## src/hw/dbc_pkg.sv

```systemverilog
// Purpose: shared constants for the boot check and soft-reset sequencer
// Assumes: 100 MHz core clock
// Notes:   times are kept in their own unit, cycle counts derive from them
package dbc_pkg;
   localparam int unsigned CLK_MHZ        = 100;
   localparam int unsigned INIT_TIME_US   = 5000;
   localparam int unsigned INIT_CYCLES    = INIT_TIME_US * CLK_MHZ;
   localparam int unsigned TIMER_W        = 20;
   localparam logic [23:0] MSG_RESTART    = 24'h000001;
   localparam logic [23:0] MSG_PLL_LOCK   = 24'h000002;
   localparam logic [7:0]  BYTE_APP_FAIL  = 8'hf0;
   localparam logic [7:0]  BYTE_LOAD_OK   = 8'h00;
   localparam logic [2:0]  MODE_RST       = 3'h0;
   localparam int unsigned MODE_WR_POS    = 0;
   localparam int unsigned MODE_RD_POS    = 1;
   localparam int unsigned MODE_PSEL_POS  = 2;
   typedef enum logic [4:0] {
      DBC_HOLD  = 5'h01,
      DBC_LOAD  = 5'h02,
      DBC_INIT  = 5'h04,
      DBC_READY = 5'h08,
      DBC_FAIL  = 5'h10
   } dbc_state_e;
endpackage

```

## src/hw/dbc_timer_if.sv

```systemverilog
// Purpose: start, abort and done signals between sequencer and init timer
// Assumes: both ends on clock_i
// Notes:   start is a one-cycle pulse, done a one-cycle pulse
`timescale 1ns/10ps
`default_nettype none
interface dbc_timer_if;
   logic start;
   logic abort;
   logic done;
   modport ctl (output start, output abort, input done);
   modport tmr (input start, input abort, output done);
endinterface
`default_nettype wire

```

## src/hw/dbc_init_timer.sv

```systemverilog
// Purpose: counts the application initialisation interval
// Assumes: start and abort never in the same cycle as meaningful done
// Notes:   a new start restarts the count
`timescale 1ns/10ps
`default_nettype none
module dbc_init_timer #(
   parameter int unsigned CYCLES = dbc_pkg::INIT_CYCLES
) (
   // clock and reset
   input  wire logic clock_i,
   input  wire logic arst_n_i,
   // control
   dbc_timer_if.tmr  tif
);
   logic [dbc_pkg::TIMER_W-1:0] count;
   logic                        running;

   always_ff @(posedge clock_i or negedge arst_n_i) begin
      if (!arst_n_i) begin
         count   <= '0;
         running <= 1'b0;
         tif.done <= 1'b0;
      end else begin
         tif.done <= 1'b0;
         if (tif.abort) begin
            running <= 1'b0;
         end else if (tif.start) begin
            count   <= dbc_pkg::TIMER_W'(CYCLES - 1);
            running <= 1'b1;
         end else if (running) begin
            if (count == '0) begin
               running  <= 1'b0;
               tif.done <= 1'b1;
            end else begin
               count <= count - 1'b1;
            end
         end
      end
   end
endmodule
`default_nettype wire

```

## src/hw/dbc_boot_check.sv

```systemverilog
// Purpose: device-side boot completion check and soft-reset sequencing
// Assumes: message decoder and loader on clock_i; reset and mode pins asynchronous
// Notes:   shared request pin is open-drain, oe_n low while pulling low
//
// Functional notes
// - fast helper running keeps PLL unlocked
// - PLL locks only on host lock command
// - loaded assist enables matching internal application
// - wrong-family image never finishes initialisation
// - request low after failed load; byte f0 fail
// - failure report for host and self load
// - restart message reruns application at defaults
// - mode pins captured on reset rising edge
// - shared pin input before, output after reset
`timescale 1ns/10ps
`default_nettype none
module dbc_boot_check #(
   parameter int unsigned INIT_CYCLES = dbc_pkg::INIT_CYCLES
) (
   // clock and reset
   input  wire logic        clock_i,
   input  wire logic        arst_n_i,
   // pins from host
   input  wire logic        pin_reset_n_i,
   input  wire logic        pin_wr_i,
   input  wire logic        pin_rd_i,
   input  wire logic        pin_psel_i,
   input  wire logic        self_load_select_i,
   output logic             host_interrupt_request_o,
   output logic             host_interrupt_request_oe_n_o,
   // loader side
   input  wire logic        load_done_i,
   input  wire logic        load_family_ok_i,
   input  wire logic        load_is_assist_i,
   input  wire logic        fast_helper_run_i,
   // decoded messages and reads
   input  wire logic        msg_valid_i,
   input  wire logic [23:0] msg_code_i,
   input  wire logic        byte_read_i,
   output logic [7:0]       byte_data_o,
   output logic             byte_valid_o,
   // core control
   output logic [2:0]       comm_mode_o,
   output logic             self_load_o,
   output logic             pll_lock_o,
   output logic             rom_app_enable_o,
   output logic             app_restart_o,
   output logic             app_ready_o,
   output logic             app_failed_o
);
   // ****************************************
   // pin synchronisers
   // ****************************************
   logic [4:0] sync1;
   logic [4:0] sync2;
   logic       rst_pin_q;
   dbc_pkg::dbc_state_e state;
   dbc_pkg::dbc_state_e next_state;
   logic       downloaded;
   dbc_timer_if tif ();

   always_ff @(posedge clock_i or negedge arst_n_i) begin
      if (!arst_n_i) begin
         sync1 <= 5'h00;
         sync2 <= 5'h00;
      end else begin
         sync1 <= {self_load_select_i, pin_psel_i, pin_rd_i, pin_wr_i, pin_reset_n_i};
         sync2 <= sync1;
      end
   end

   wire rst_pin  = sync2[0];
   wire rst_rise = rst_pin & ~rst_pin_q;
   wire msg_restart = msg_valid_i && msg_code_i == dbc_pkg::MSG_RESTART;
   wire msg_lock    = msg_valid_i && msg_code_i == dbc_pkg::MSG_PLL_LOCK;

   // ****************************************
   // strap capture
   // ****************************************
   // straps are sampled at the synced release, never inside the async reset
   always_ff @(posedge clock_i or negedge arst_n_i) begin
      if (!arst_n_i) begin
         rst_pin_q   <= 1'b0;
         comm_mode_o <= dbc_pkg::MODE_RST;
         self_load_o <= 1'b0;
      end else begin
         rst_pin_q <= rst_pin;
         if (rst_rise) begin
            comm_mode_o <= sync2[3:1];
            self_load_o <= sync2[4];
         end
      end
   end

   // ****************************************
   // sequencer
   // ****************************************
   always_comb begin
      next_state = state;
      case (state)
         dbc_pkg::DBC_HOLD:  if (rst_rise) next_state = dbc_pkg::DBC_LOAD;
         dbc_pkg::DBC_LOAD: begin
            if (msg_restart && downloaded) begin
               next_state = dbc_pkg::DBC_INIT;
            end else if (load_done_i) begin
               // mismatched image still loads but never initialises
               next_state = load_family_ok_i ? dbc_pkg::DBC_INIT
                                             : dbc_pkg::DBC_FAIL;
            end
         end
         dbc_pkg::DBC_INIT:  if (tif.done) next_state = dbc_pkg::DBC_READY;
         dbc_pkg::DBC_READY: next_state = dbc_pkg::DBC_READY;
         dbc_pkg::DBC_FAIL:  next_state = dbc_pkg::DBC_FAIL;
         default:            next_state = dbc_pkg::DBC_HOLD;
      endcase
      if (!rst_pin) begin
         next_state = dbc_pkg::DBC_HOLD;
      end
   end

   always_ff @(posedge clock_i or negedge arst_n_i) begin
      if (!arst_n_i) begin
         state <= dbc_pkg::DBC_HOLD;
      end else begin
         state <= next_state;
      end
   end

   assign tif.start = (state == dbc_pkg::DBC_LOAD) && (next_state == dbc_pkg::DBC_INIT);
   assign tif.abort = !rst_pin;

   dbc_init_timer #(
      .CYCLES (INIT_CYCLES)
   ) u_timer (
      .clock_i  (clock_i),
      .arst_n_i (arst_n_i),
      .tif      (tif)
   );

   // ****************************************
   // application state
   // ****************************************
   // an image survives a pin reset so a restart message can rerun it
   always_ff @(posedge clock_i or negedge arst_n_i) begin
      if (!arst_n_i) begin
         downloaded       <= 1'b0;
         rom_app_enable_o <= 1'b0;
         app_restart_o    <= 1'b0;
         app_ready_o      <= 1'b0;
         app_failed_o     <= 1'b0;
      end else begin
         app_restart_o <= tif.start && msg_restart;
         app_ready_o   <= (next_state == dbc_pkg::DBC_READY);
         app_failed_o  <= (next_state == dbc_pkg::DBC_FAIL);
         if (state == dbc_pkg::DBC_LOAD && load_done_i && !msg_restart) begin
            downloaded       <= load_family_ok_i;
            rom_app_enable_o <= load_is_assist_i && load_family_ok_i;
         end
      end
   end

   // ****************************************
   // pll lock
   // ****************************************
   always_ff @(posedge clock_i or negedge arst_n_i) begin
      if (!arst_n_i) begin
         pll_lock_o <= 1'b0;
      end else if (!rst_pin || fast_helper_run_i) begin
         pll_lock_o <= 1'b0;
      end else if (msg_lock) begin
         pll_lock_o <= 1'b1;
      end
   end

   // ****************************************
   // shared request pin and status byte
   // ****************************************
   // pin is released until the reset pin rises, then pulls low on failure only
   always_ff @(posedge clock_i or negedge arst_n_i) begin
      if (!arst_n_i) begin
         host_interrupt_request_o      <= 1'b0;
         host_interrupt_request_oe_n_o <= 1'b1;
         byte_data_o                   <= 8'h00;
         byte_valid_o                  <= 1'b0;
      end else begin
         host_interrupt_request_o      <= 1'b0;
         host_interrupt_request_oe_n_o <= !(rst_pin && next_state == dbc_pkg::DBC_FAIL);
         byte_valid_o                  <= byte_read_i;
         if (byte_read_i) begin
            byte_data_o <= (state == dbc_pkg::DBC_FAIL) ? dbc_pkg::BYTE_APP_FAIL
                                                         : dbc_pkg::BYTE_LOAD_OK;
         end
      end
   end
endmodule
`default_nettype wire

```

## config.mk

```make
export PLATFORM = sky130hd
export DESIGN_NAME = dbc_boot_check
export DESIGN_NICKNAME = d
export VERILOG_FILES = /design/src/hw/dbc_pkg.sv /design/src/hw/dbc_timer_if.sv /design/src/hw/dbc_init_timer.sv /design/src/hw/dbc_boot_check.sv
export SDC_FILE = /design/constraint.sdc
export NUM_CORES = 1
export LEC_CHECK = 0
export BUFFER_PORTS_ARGS = -buffer_cell sky130_fd_sc_hd__buf_2
export CAP_MARGIN = 20
export CORE_UTILIZATION = 30
export CTS_CLUSTER_DIAMETER = 60
export DETAILED_ROUTE_END_ITERATION = 6
export RECOVER_POWER = 25
export SLEW_MARGIN = 0
export SYNTH_ARGS = -nofsm -noshare
export SYNTH_HDL_FRONTEND = slang
export SYNTH_SLANG_ARGS = --single-unit
```

## constraint.sdc

```tcl
create_clock -name clock_i -period 2.4 [get_ports clock_i]
set_input_delay 0.24 -clock clock_i [delete_from_list [all_inputs] [get_ports clock_i]]
set_output_delay 0.24 -clock clock_i [all_outputs]
set_load 0.005 [all_outputs]
```

==> results of run 1 <==
==> synthesized netlist by cell type, drive strengths merged, types with 2 or more instances <==
| cell | count | share of area, % |
|---|---|---|
| dfrtp | 49 | 50 |
| nand2 | 17 | 2.6 |
| buf | 14 | 4.7 |
| nor4 | 13 | 3.3 |
| nor2 | 12 | 1.8 |
| o21ai | 10 | 2.7 |
| or3 | 9 | 2.5 |
| or4 | 9 | 2.8 |
| xor2 | 9 | 3.2 |
| nor3 | 8 | 1.6 |
| o211ai | 8 | 2.9 |
| inv | 7 | 1.1 |
| mux2 | 7 | 3.2 |
| a21oi | 6 | 1.2 |
| o31ai | 6 | 1.8 |
| clkbuf | 4 | 0.61 |
| nand3 | 4 | 0.82 |
| and3 | 3 | 0.77 |
| a211oi | 2 | 0.61 |
| dfstp | 2 | 2.1 |
| nand2b | 2 | 0.51 |
| nor2b | 2 | 0.51 |
| o21a | 2 | 0.61 |
| o21ba | 2 | 0.82 |
| or4b | 2 | 0.97 |
==> per-layer routing <==
metal  part of all wire [%]  up-vias  wire, microns  global-route usage (%)
met4                   0.97        0             48                   3.646
met3                    6.0        5            294                   2.874
met2                     47       69           2339                   19.26
met1                     46      930           2249                   15.62
li1                       -      937              -                       -
met5                      0        -              0                       0
==> cells by family after synthesis <==
family	share of synthesized area (%)
buffers and inverters	6.381
adder cells (fa/ha/maj)	0.5104
AND/OR/NAND/NOR	20.73
XOR/XNOR	3.573
AO/OA/AOI/OAI	12.86
other	0.1530
multiplexers	3.624
flip-flops	52.17
==> final timing paths <==
| check | start | endpoint | slack [ns] | cells after the start |
|---|---|---|---|---|
| max | u_timer.count[0] | u_timer.count[12] | 0.12 | 7 |
| min | pin_reset_n_i | sync1[0] | 0.04 | 1 |
| max reg2reg | u_timer.count[0] | u_timer.count[12] | 0.12 | 7 |
| min reg2reg | sync1[3] | sync2[3] | 0.35 | 0 |
| max in group asynchronous | arst_n_i | state[0] | 0.76 | 3 |
| min in group asynchronous | arst_n_i | app_ready_o | 0.62 | 2 |
==> repair_timing <==
item,4_1_cts,5_1_grt
setup buffers,0,1
setup endpoints to repair,0,9
hold buffers,1,0
gates resized for setup,0,2
hold endpoints to repair,18,0
==> flip-flops by register name, summed over array words and instances (netlist names), 3 cells and up <==
signal         flops
comm_mode_o        3
state              5
sync1              5
sync2              5
u_timer.count     20
==> cell type report <==
type	count	area share (%)
sequential	51	43.47
multi-input combinational	156	35.52
timing repair buffer	67	12.76
tap	102	4.339
clock buffer	5	2.339
inverter	7	0.8932
clock inverter	3	0.6806
==> power breakdown <==
group	switching [mW]	total, mW	internal [mW]
Clock	0.287	0.490	0.203
Combinational	0.0793	0.162	0.0824
Sequential	0.0347	0.945	0.910
Total	0.401	1.60	1.20
==> layout by cell type (no fill, tap or decap), drive strengths merged, types with 8 or more instances in the layout <==
cell type,instances
o21ai,10
nor4,13
xor2,9
or3,9
dfrtp,49
nor3,8
nand2,17
or4,9
o211ai,8
buf,64
nor2,12
==> worst max-delay path, stage by stage, from the launching register on <==
cell     delay (ns)
dfrtp_1        0.41
inv_1          0.10
ha_1           0.18
or4b_4         0.47
or3_4          0.39
buf_4          0.18
or3_1          0.34
a21oi_1        0.14
==> qor.txt, run 1 <==
Layout Skew = 0.006685 ns
Min Hold Slack = 0.03656 ns
Final instance area = 2942 sq um
Total of fill cells in the finished design = 781
Seq. cell area = 1279 sq um
Share of cells above drive strength 1 = 31.49%
Status = complete, no violations
Routed Wire Length = 4.932 mm
I/O Buffers = 51
Synthesized area = 2451 sq um
Root buf cell = clkbuf_8
Total Routing Usage GR = 11.87%
Endpoints failing hold = 0
CP Data Required Time = 2.64 ns
Die Ht = 92.39 microns
Post-layout util = 37.68%
Max-slew violations = 0
DRT Pass-1 Iters = 4
Worst-path maximum fanout = 6
Via Count = 1941
Pre-CTS WS = 0.05833 ns
DP Cell Count = 381
Tmin final = 2.277 ns
CP Launch Type = flip-flop
WL/cell = 12.61 microns
CORE AREA = 7807 sq um
Setup ws final = 0.1227 ns
CTS tree = done
Hpwl dp = 3.651 mm
Htree depth = 2
Cell Rows = 32
N_diodes = 0
Final setup vio count = 0
Initial DRC count = 80
Worst-Margin Slew = 1.034 ns
Initial antenna violation count = 0
Fmax = 439.1 MHz
Worst ir drop on vdd = 0.2346 mV
DRC violations left = 0
Area post-placement = 2824 sq um
Clock Latency Late Sink = 0.30 ns
Count of non-filler cells in the finished layout = 391
Vias in the first global route = 1818
CTS Buffer Depth = 2
Maximum number of pins on one net before global-route repair = 34
First-pass GRT wire length = 8.121 mm
Library cells used by synthesis = 52
Post-route ant nets = 0
Tot Pwr = 1.597 mW
# clock sinks = 51
Seq/Total Area, Yosys = 52.17%
Power density over the cells = 542.9 nW/um^2
Critical path type = reg -> reg
Crit path capture type = flip-flop
Nets = 326
CTS clk-pin slew, worst paths = 0.09 ns
GPL Wtd Cong = 0.8262
Tcrit/Tclk final = 94.89%
Starting Density = 31.39%
Leakage = 1.200 nW
Max Cap Violations = 0
Num CTS Buffers = 5
Layout area overhead = 20.01%
Setup tns final = 0 ns
Die Wd = 92.39 microns
Post-synth EDFFs = 0
DR vias/cell = 4.964
Avg Inst Size Synth = 10.75 sq um
Crit path arrival time = 2.51 ns
Ys async rst share = 100.0%
Ys Warns = 0
Min-delay worst type = in -> reg
Main flop type after synthesis = dfrtp_1
Unrepaired setup endpoints after global routing = no
Mapped Cells = 228
Slew margin rel. = 31.04%
# IOs = 57
Grt ovf = 0
Die ar. = 8536 sq um
FF+latch count, synth = 51
Multi-input gate area = 1045 sq um
(Power assumes the default switching activity.)
==> run 2, diff against run 1 <==
--- a/config.mk
+++ b/config.mk
@@ -5,12 +5,13 @@
 export SDC_FILE = /design/constraint.sdc
 export NUM_CORES = 1
 export LEC_CHECK = 0
+export ABC_AREA = 1
 export BUFFER_PORTS_ARGS = -buffer_cell sky130_fd_sc_hd__buf_2
 export CAP_MARGIN = 20
 export CORE_UTILIZATION = 30
 export CTS_CLUSTER_DIAMETER = 60
 export DETAILED_ROUTE_END_ITERATION = 6
-export RECOVER_POWER = 25
+export RECOVER_POWER = 50
 export SLEW_MARGIN = 0
 export SYNTH_ARGS = -nofsm -noshare
 export SYNTH_HDL_FRONTEND = slang
==> qor.txt, run 2 <==
Status = complete, no violations
Fmax = 545.8 MHz (+24%)
Critical path type = reg -> reg
Maximum number of pins on one net before global-route repair = 24 (-29%)
Worst-path maximum fanout = 9 (+3)
Critical path cell sequence = inv_1 > ha_1 > nand2_1 > nor2_1 > nand4_1 > nand2_1 > clkinv_1 > nand4_1 > nand2_1
Max Cap Violations = 0 (unchanged)
Slew margin rel. = 44.25% (+13 points)
CP dominant cell by count = nand2_1
Die Wd = 96.70 microns (+4.7%)
Largest cells by area after synthesis = dfrtp_1 (46%), nand2_1 (14%), nor2_1 (6.0%)
CTS Buffer Depth = 2 (unchanged)
WL/cell = 10.96 microns (-13%)
# IOs = 57 (unchanged)
Post-route ant nets = 0 (unchanged)
Mapped Cells = 333 (+46%)
CP Launch Type = flip-flop
Tcrit/Tclk final = 76.35% (-19 points)
DR vias/cell = 4.426 (-11%)
Die Ht = 96.70 microns (+4.7%)
Most common cell after layout, fill and taps aside = nand2_1
Initial DRC count = 113 (+41%)
Cell Rows = 34 (+6.3%)
Seq/Total Area, Yosys = 47.53% (-4.6 points)
Htree depth = 2 (unchanged)
CORE AREA = 8721 sq um (+12%)
Hpwl dp = 4.013 mm (+9.9%)
Worst ir drop on vdd = 0.2516 mV (+7.3%)
Total of fill cells in the finished design = 892 (+14%)
Setup tns final = 0 ns (unchanged)
Multi-input gate area = 1180 sq um (+13%)
CP Data Required Time = 2.60 ns (-0.04 ns)
Main flop type after synthesis = dfrtp_1
Root buf cell = clkbuf_8
CTS tree = done
Layout area overhead = 15.35%
Num CTS Buffers = 5 (unchanged)
Most common cell in the synthesized netlist = nand2_1
Crit path capture type = flip-flop
Grt ovf = 0 (unchanged)
Min-delay worst type = in -> reg
# hold bufs at CTS = 1 (unchanged)
Ys async rst share = 100.0% (unchanged)
Share of cells above drive strength 1 = 20.26% (-11 points)
Layout Skew = 0.01084 ns (+0.004153 ns)
GPL Wtd Cong = 0.8696 (+5.3%)
Nets = 422 (+29%)
# clock sinks = 51 (unchanged)
Post-layout util = 35.58% (-2.1 points)
Commonest cells after routing, fill and taps aside = nand2_1 (98), dfrtp_1 (49), buf_2 (48)
Library cells used by synthesis = 36 (-31%)
Unrepaired setup endpoints after global routing = no
Post-synth EDFFs = 0 (unchanged)
Power density over the cells = 504.9 nW/um^2 (-7.0%)
Total Routing Usage GR = 12.31% (+0.44 points)
Max-slew violations = 0 (unchanged)
Post-CTS Setup Bufs = 0 (unchanged)
Seq. cell area = 1279 sq um (unchanged)
Slowest cell on crit path = dfrtp_1
DRT Pass-1 Iters = 4 (unchanged)
CTS resizes = 0 (unchanged)
Largest register FFs = 20 (unchanged)
Synthesized area = 2690 sq um (+9.7%)
Die ar. = 9350 sq um (+9.5%)
Worst-Margin Slew = 0.8362 ns (-0.1981 ns)
Leakage = 1.762 nW (+47%)
First-pass GRT wire length = 9.666 mm (+19%)
Vias in the first global route = 2104 (+16%)
Clock Latency Late Sink = 0.31 ns (about the same)
Top cell type's share of synthesized area = 45.58% (-4.4 points)
Avg Inst Size Synth = 8.078 sq um (-25%)
Crit path arrival time = 2.03 ns (-0.48 ns)
Post-synth top cells = nand2_1 (98), dfrtp_1 (49), nor2_1 (43), inv_1 (32), nand3_1 (20)
Slowest cell delay on critical path = 0.40 ns (-0.07 ns)
I/O Buffers = 51 (unchanged)
CTS clk-pin slew, worst paths = 0.11 ns (+0.02 ns)
Endpoints failing hold = 0 (unchanged)
DRC violations left = 0 (unchanged)
Via Count = 2182 (+12%)
Initial antenna violation count = 0 (unchanged)
Ys Warns = 0 (unchanged)
Reg with most FFs = u_timer.count
Yosys top cell by area = dfrtp_1
Starting Density = 30.85% (-0.55 points)
Final setup vio count = 0 (unchanged)
Min Hold Slack = 0.03113 ns (-0.005433 ns)
N_diodes = 0 (unchanged)
Tmin final = 1.832 ns (-0.4450 ns)
FF+latch count, synth = 51 (unchanged)
Routed Wire Length = 5.401 mm (+9.5%)
## run 2: changes by cell type in the layout (fill, tap and decap cells not counted), moves of 6 or more
cell / before / now
nand4_1: 1 / 14
mux2_2: 7 / 1
buf_4: 15 / 2
nor2_1: 12 / 43
inv_1: 7 / 32
o31ai_1: 6 / 0
or3_1: 8 / 0
xnor2_1: 1 / 12
o21ai_0: 7 / 1
nand2_1: 17 / 98
nand3_1: 4 / 20
or4_1: 9 / 0
nor4_1: 13 / 2
## run 2: area by class of cell
type / instances / area share (%)
inverter: 35 / 4.234
timing repair buffer: 56 / 9.194
clock inverter: 3 / 0.7661
tap: 108 / 4.355
clock buffer: 5 / 2.218
sequential: 51 / 41.21
multi-input combinational: 235 / 38.02
## run 2: final timing paths
check | from | slack [ns] | cells past startpoint | endpoint
worst max register to register | u_timer.count[0] | 0.57 | 9 | u_timer.count[5]
max in group asynchronous | arst_n_i | 0.70 | 3 | u_timer.count[15]
worst min register to register | sync1[4] | 0.36 | 0 | sync2[4]
worst min-delay path | pin_wr_i | 0.03 | 1 | sync1[1]
min in group asynchronous | arst_n_i | 0.51 | 2 | u_timer.count[7]
worst max-delay path | u_timer.count[0] | 0.57 | 9 | u_timer.count[5]
## run 2: routing by layer
layer  global-route usage [%]  share of wire (%)  up-vias
li1                         -                  -     1131
met1                    16.54                 49     1000
met2                    20.04                 47       47
met3                    2.384                3.8        4
met4                    3.789                1.1        0
met5                        0                  0        -
## run 2: critical path, delay by kind of cell (launching register included)
family / cells / cell delay, ns
adder cells (fa/ha/maj): 1 / 0.22
buffers and inverters: 2 / 0.31
flip-flops: 1 / 0.40
AND/OR/NAND/NOR: 6 / 0.78
## run 2: cell families after synthesis
kind of cell	after synthesis	synth area share (%)
xor gates and xnor gates	18	5.860
DFF	51	47.54
other	1	0.1394
buffers and inverters	51	9.163
and+or+nand+nor	201	34.37
adders and majority gates	1	0.4650
muxes	1	0.4186
AOI/OAI and AO/OA	9	2.047
## run 2: per-stage QoR
stage	power, mW	setup WS (ns)	cell area, sq um	cells
floorplan	0.9918	0.8133	2705	337
global placement	1.057	0.6098	3010	484
detailed placement	1.061	0.5797	3010	484
CTS	1.589	0.5560	3113	493
global route	1.643	0.2896	3103	493
finish	1.567	0.5677	3103	493
## run 2: power by group
part | total [mW] | internal [mW] | switching, mW
logic | 0.134 | 0.0582 | 0.0755
registers | 0.907 | 0.890 | 0.0163
clock network | 0.526 | 0.211 | 0.315
==> run 3, diff against run 2 <==
==> constraint.sdc (replaced) <==
create_clock -name clock_i -period 1.6 [get_ports clock_i]
set_input_delay 0.16 -clock clock_i [delete_from_list [all_inputs] [get_ports clock_i]]
set_output_delay 0.16 -clock clock_i [all_outputs]
set_load 0.005 [all_outputs]
==> qor.txt, run 3 (synthesis results as in run 2) <==
Max-slew violations = 0 (unchanged)
Crit path arrival time = 1.88 ns (-0.15 ns)
End of the worst register-to-register path = u_timer.count[15]
R2R Setup Slk = -0.02 ns (-0.59 ns)
Initial DRC count = 150 (+33%)
Min Hold Slack = 0.08379 ns (+0.05266 ns)
I/O Buffers = 51 (unchanged)
Total of fill cells in the finished design = 854 (-4.3%)
Via Count = 2497 (+14%)
Die Wd = 96.70 microns (unchanged)
Leakage = 2.095 nW (+19%)
DRC violations left = 0 (unchanged)
Critical path type = reg -> reg
Power density over the cells = 639.2 nW/um^2 (+27%)
Cell Rows = 34 (unchanged)
Min-delay worst type = in -> reg
Setup tns final = -0.03871 ns (-0.03871 ns)
Setup ws final = -0.02145 ns (-0.5891 ns)
Worst-path maximum fanout = 4 (-5)
Reg2reg path depth = 10 (+1)
DP Cell Count = 517 (+6.8%)
Max Cap Violations = 0 (unchanged)
Most common cell after layout, fill and taps aside = nand2_1
Final setup vio count = 3 (+3)
Num CTS Buffers = 5 (unchanged)
Total Routing Usage GR = 13.28% (+0.97 points)
Tcrit/Tclk final = 101.3% (+25 points)
Slew margin rel. = 53.30% (+9.0 points)
Endpoints failing hold = 0 (unchanged)
DR vias/cell = 4.524 (+2.2%)
Unrepaired setup endpoints after global routing = yes
Worst-Margin Slew = 0.7005 ns (-0.1357 ns)
Share of cells above drive strength 1 = 36.49% (+16 points)
Tot Pwr = 2.386 mW (+52%)
Status = finished, violations left
CP Data Required Time = 1.86 ns (-0.74 ns)
Count of non-filler cells in the finished layout = 552 (+12%)
Reg with most FFs = u_timer.count
Die ar. = 9350 sq um (unchanged)
Fmax = 616.7 MHz (+13%)
DRT Pass-1 Iters = 4 (unchanged)
CORE AREA = 8721 sq um (unchanged)
Root buf cell = clkbuf_8
Tmin final = 1.621 ns (-0.2109 ns)
Largest register FFs = 20 (unchanged)
Post-route ant nets = 0 (unchanged)
Htree depth = 2 (unchanged)
Hold Path Origin = load_is_assist_i
Layout Skew = 0.005019 ns (-0.005819 ns)
CTS tree = done
CTS clk-pin slew, worst paths = 0.10 ns (about the same)
Final instance area = 3732 sq um (+20%)
Layout area overhead = 38.74%
WHS Path Cells = 3 (+2)
Die Ht = 96.70 microns (unchanged)
CP Launch Type = flip-flop
Area post-placement = 3283 sq um (+9.1%)
Failing checks = setup timing
Commonest cells after routing, fill and taps aside = nand2_1 (93), buf_4 (52), buf_2 (50)
Post-layout util = 42.80% (+7.2 points)
Grt ovf = 0 (unchanged)
Nets = 481 (+14%)
Hpwl dp = 4.307 mm (+7.3%)
# clock sinks = 51 (unchanged)
# IOs = 57 (unchanged)
Vias in the first global route = 2412 (+15%)
Clock Latency Late Sink = 0.31 ns (about the same)
GPL Wtd Cong = 0.8545 (-1.7%)
Crit path capture type = flip-flop
Reg2Reg Launch Point = u_timer.count[3]
End of the worst hold path = rom_app_enable_o
WL/cell = 11.71 microns (+6.9%)
N_diodes = 0 (unchanged)
Maximum number of pins on one net before global-route repair = 52 (+120%)
Routed Wire Length = 6.462 mm (+20%)
CTS Buffer Depth = 2 (unchanged)
Worst ir drop on vdd = 0.4533 mV (+80%)
Pre-CTS WS = -0.1237 ns (-0.7034 ns)
Initial antenna violation count = 0 (unchanged)
First-pass GRT wire length = 10.30 mm (+6.6%)
Starting Density = 30.85% (unchanged)
-- run 3: cell count changes in the layout (fill, tap and decap cells not counted), sizes merged --
cell         previous run  this run
clkinv                  3         2
inv                    34        35
buf                    50       104
clkbuf                 10         7
nand2                 102       103
dlygate4sd3             1         8
-- run 3: metal layers --
| layer | wire, microns | up-vias | track usage, % |
|---|---|---|---|
| met2 | 3320 | 55 | 23.02 |
| li1 | - | 1251 | - |
| met1 | 2801 | 1181 | 16.33 |
| met4 | 103 | 0 | 4.937 |
| met3 | 237 | 10 | 2.529 |
| met5 | 0 | - | 0 |
-- run 3: where the power goes --
part / switching [mW] / internal [mW] / leakage [nW]
clock: 0.465 / 0.322 / 0.0463
combinational: 0.124 / 0.116 / 1.39
sequential: 0.0240 / 1.34 / 0.660
total: 0.613 / 1.77 / 2.10
-- run 3: layout make-up --
cell class,count,area (sq um),share of cell area (%)
Sequential cell,51,1284,34.39
Tap cell,108,135.1,3.621
Clock buffer,5,68.82,1.844
Inverter,35,133.9,3.587
Multi-Input combinational cell,236,1311,35.13
Timing Repair Buffer,114,772.0,20.68
Clock inverter,3,27.53,0.7375
-- run 3: how the worst max path moves through the flow --
stage,from,to,slack [ns],cells past startpoint
final,u_timer.count[3],u_timer.count[15],-0.02,10
after global routing,state[1],u_timer.count[9],-0.12,9
after CTS,u_timer.count[1],u_timer.count[19],-0.007,11
after detailed placement,u_timer.count[0],u_timer.count[12],-0.12,9
after global placement,u_timer.count[10],u_timer.count[10],-0.13,8
after floorplan,u_timer.count[0],u_timer.count[10],0.01,9
-- run 3: what timing repair did --
item	in CTS	in global routing
pin swaps	7	10
gates cloned	0	1
resized for setup	10	32
hold buffers	8	0
endpoints found under the hold margin	56	0
setup buffers	7	11
setup endpoints to repair	22	23
-- run 3: critical path: stages, from the launching register on --
cell and delay [ns]:
dfrtp_2 0.46, or2_4 0.25, nor2_4 0.14, nand2_4 0.09
nor2_4 0.12, nand3_2 0.08, xnor2_1 0.19, inv_1 0.06
nand2_1 0.08, nand3_2 0.06, nand2_1 0.06
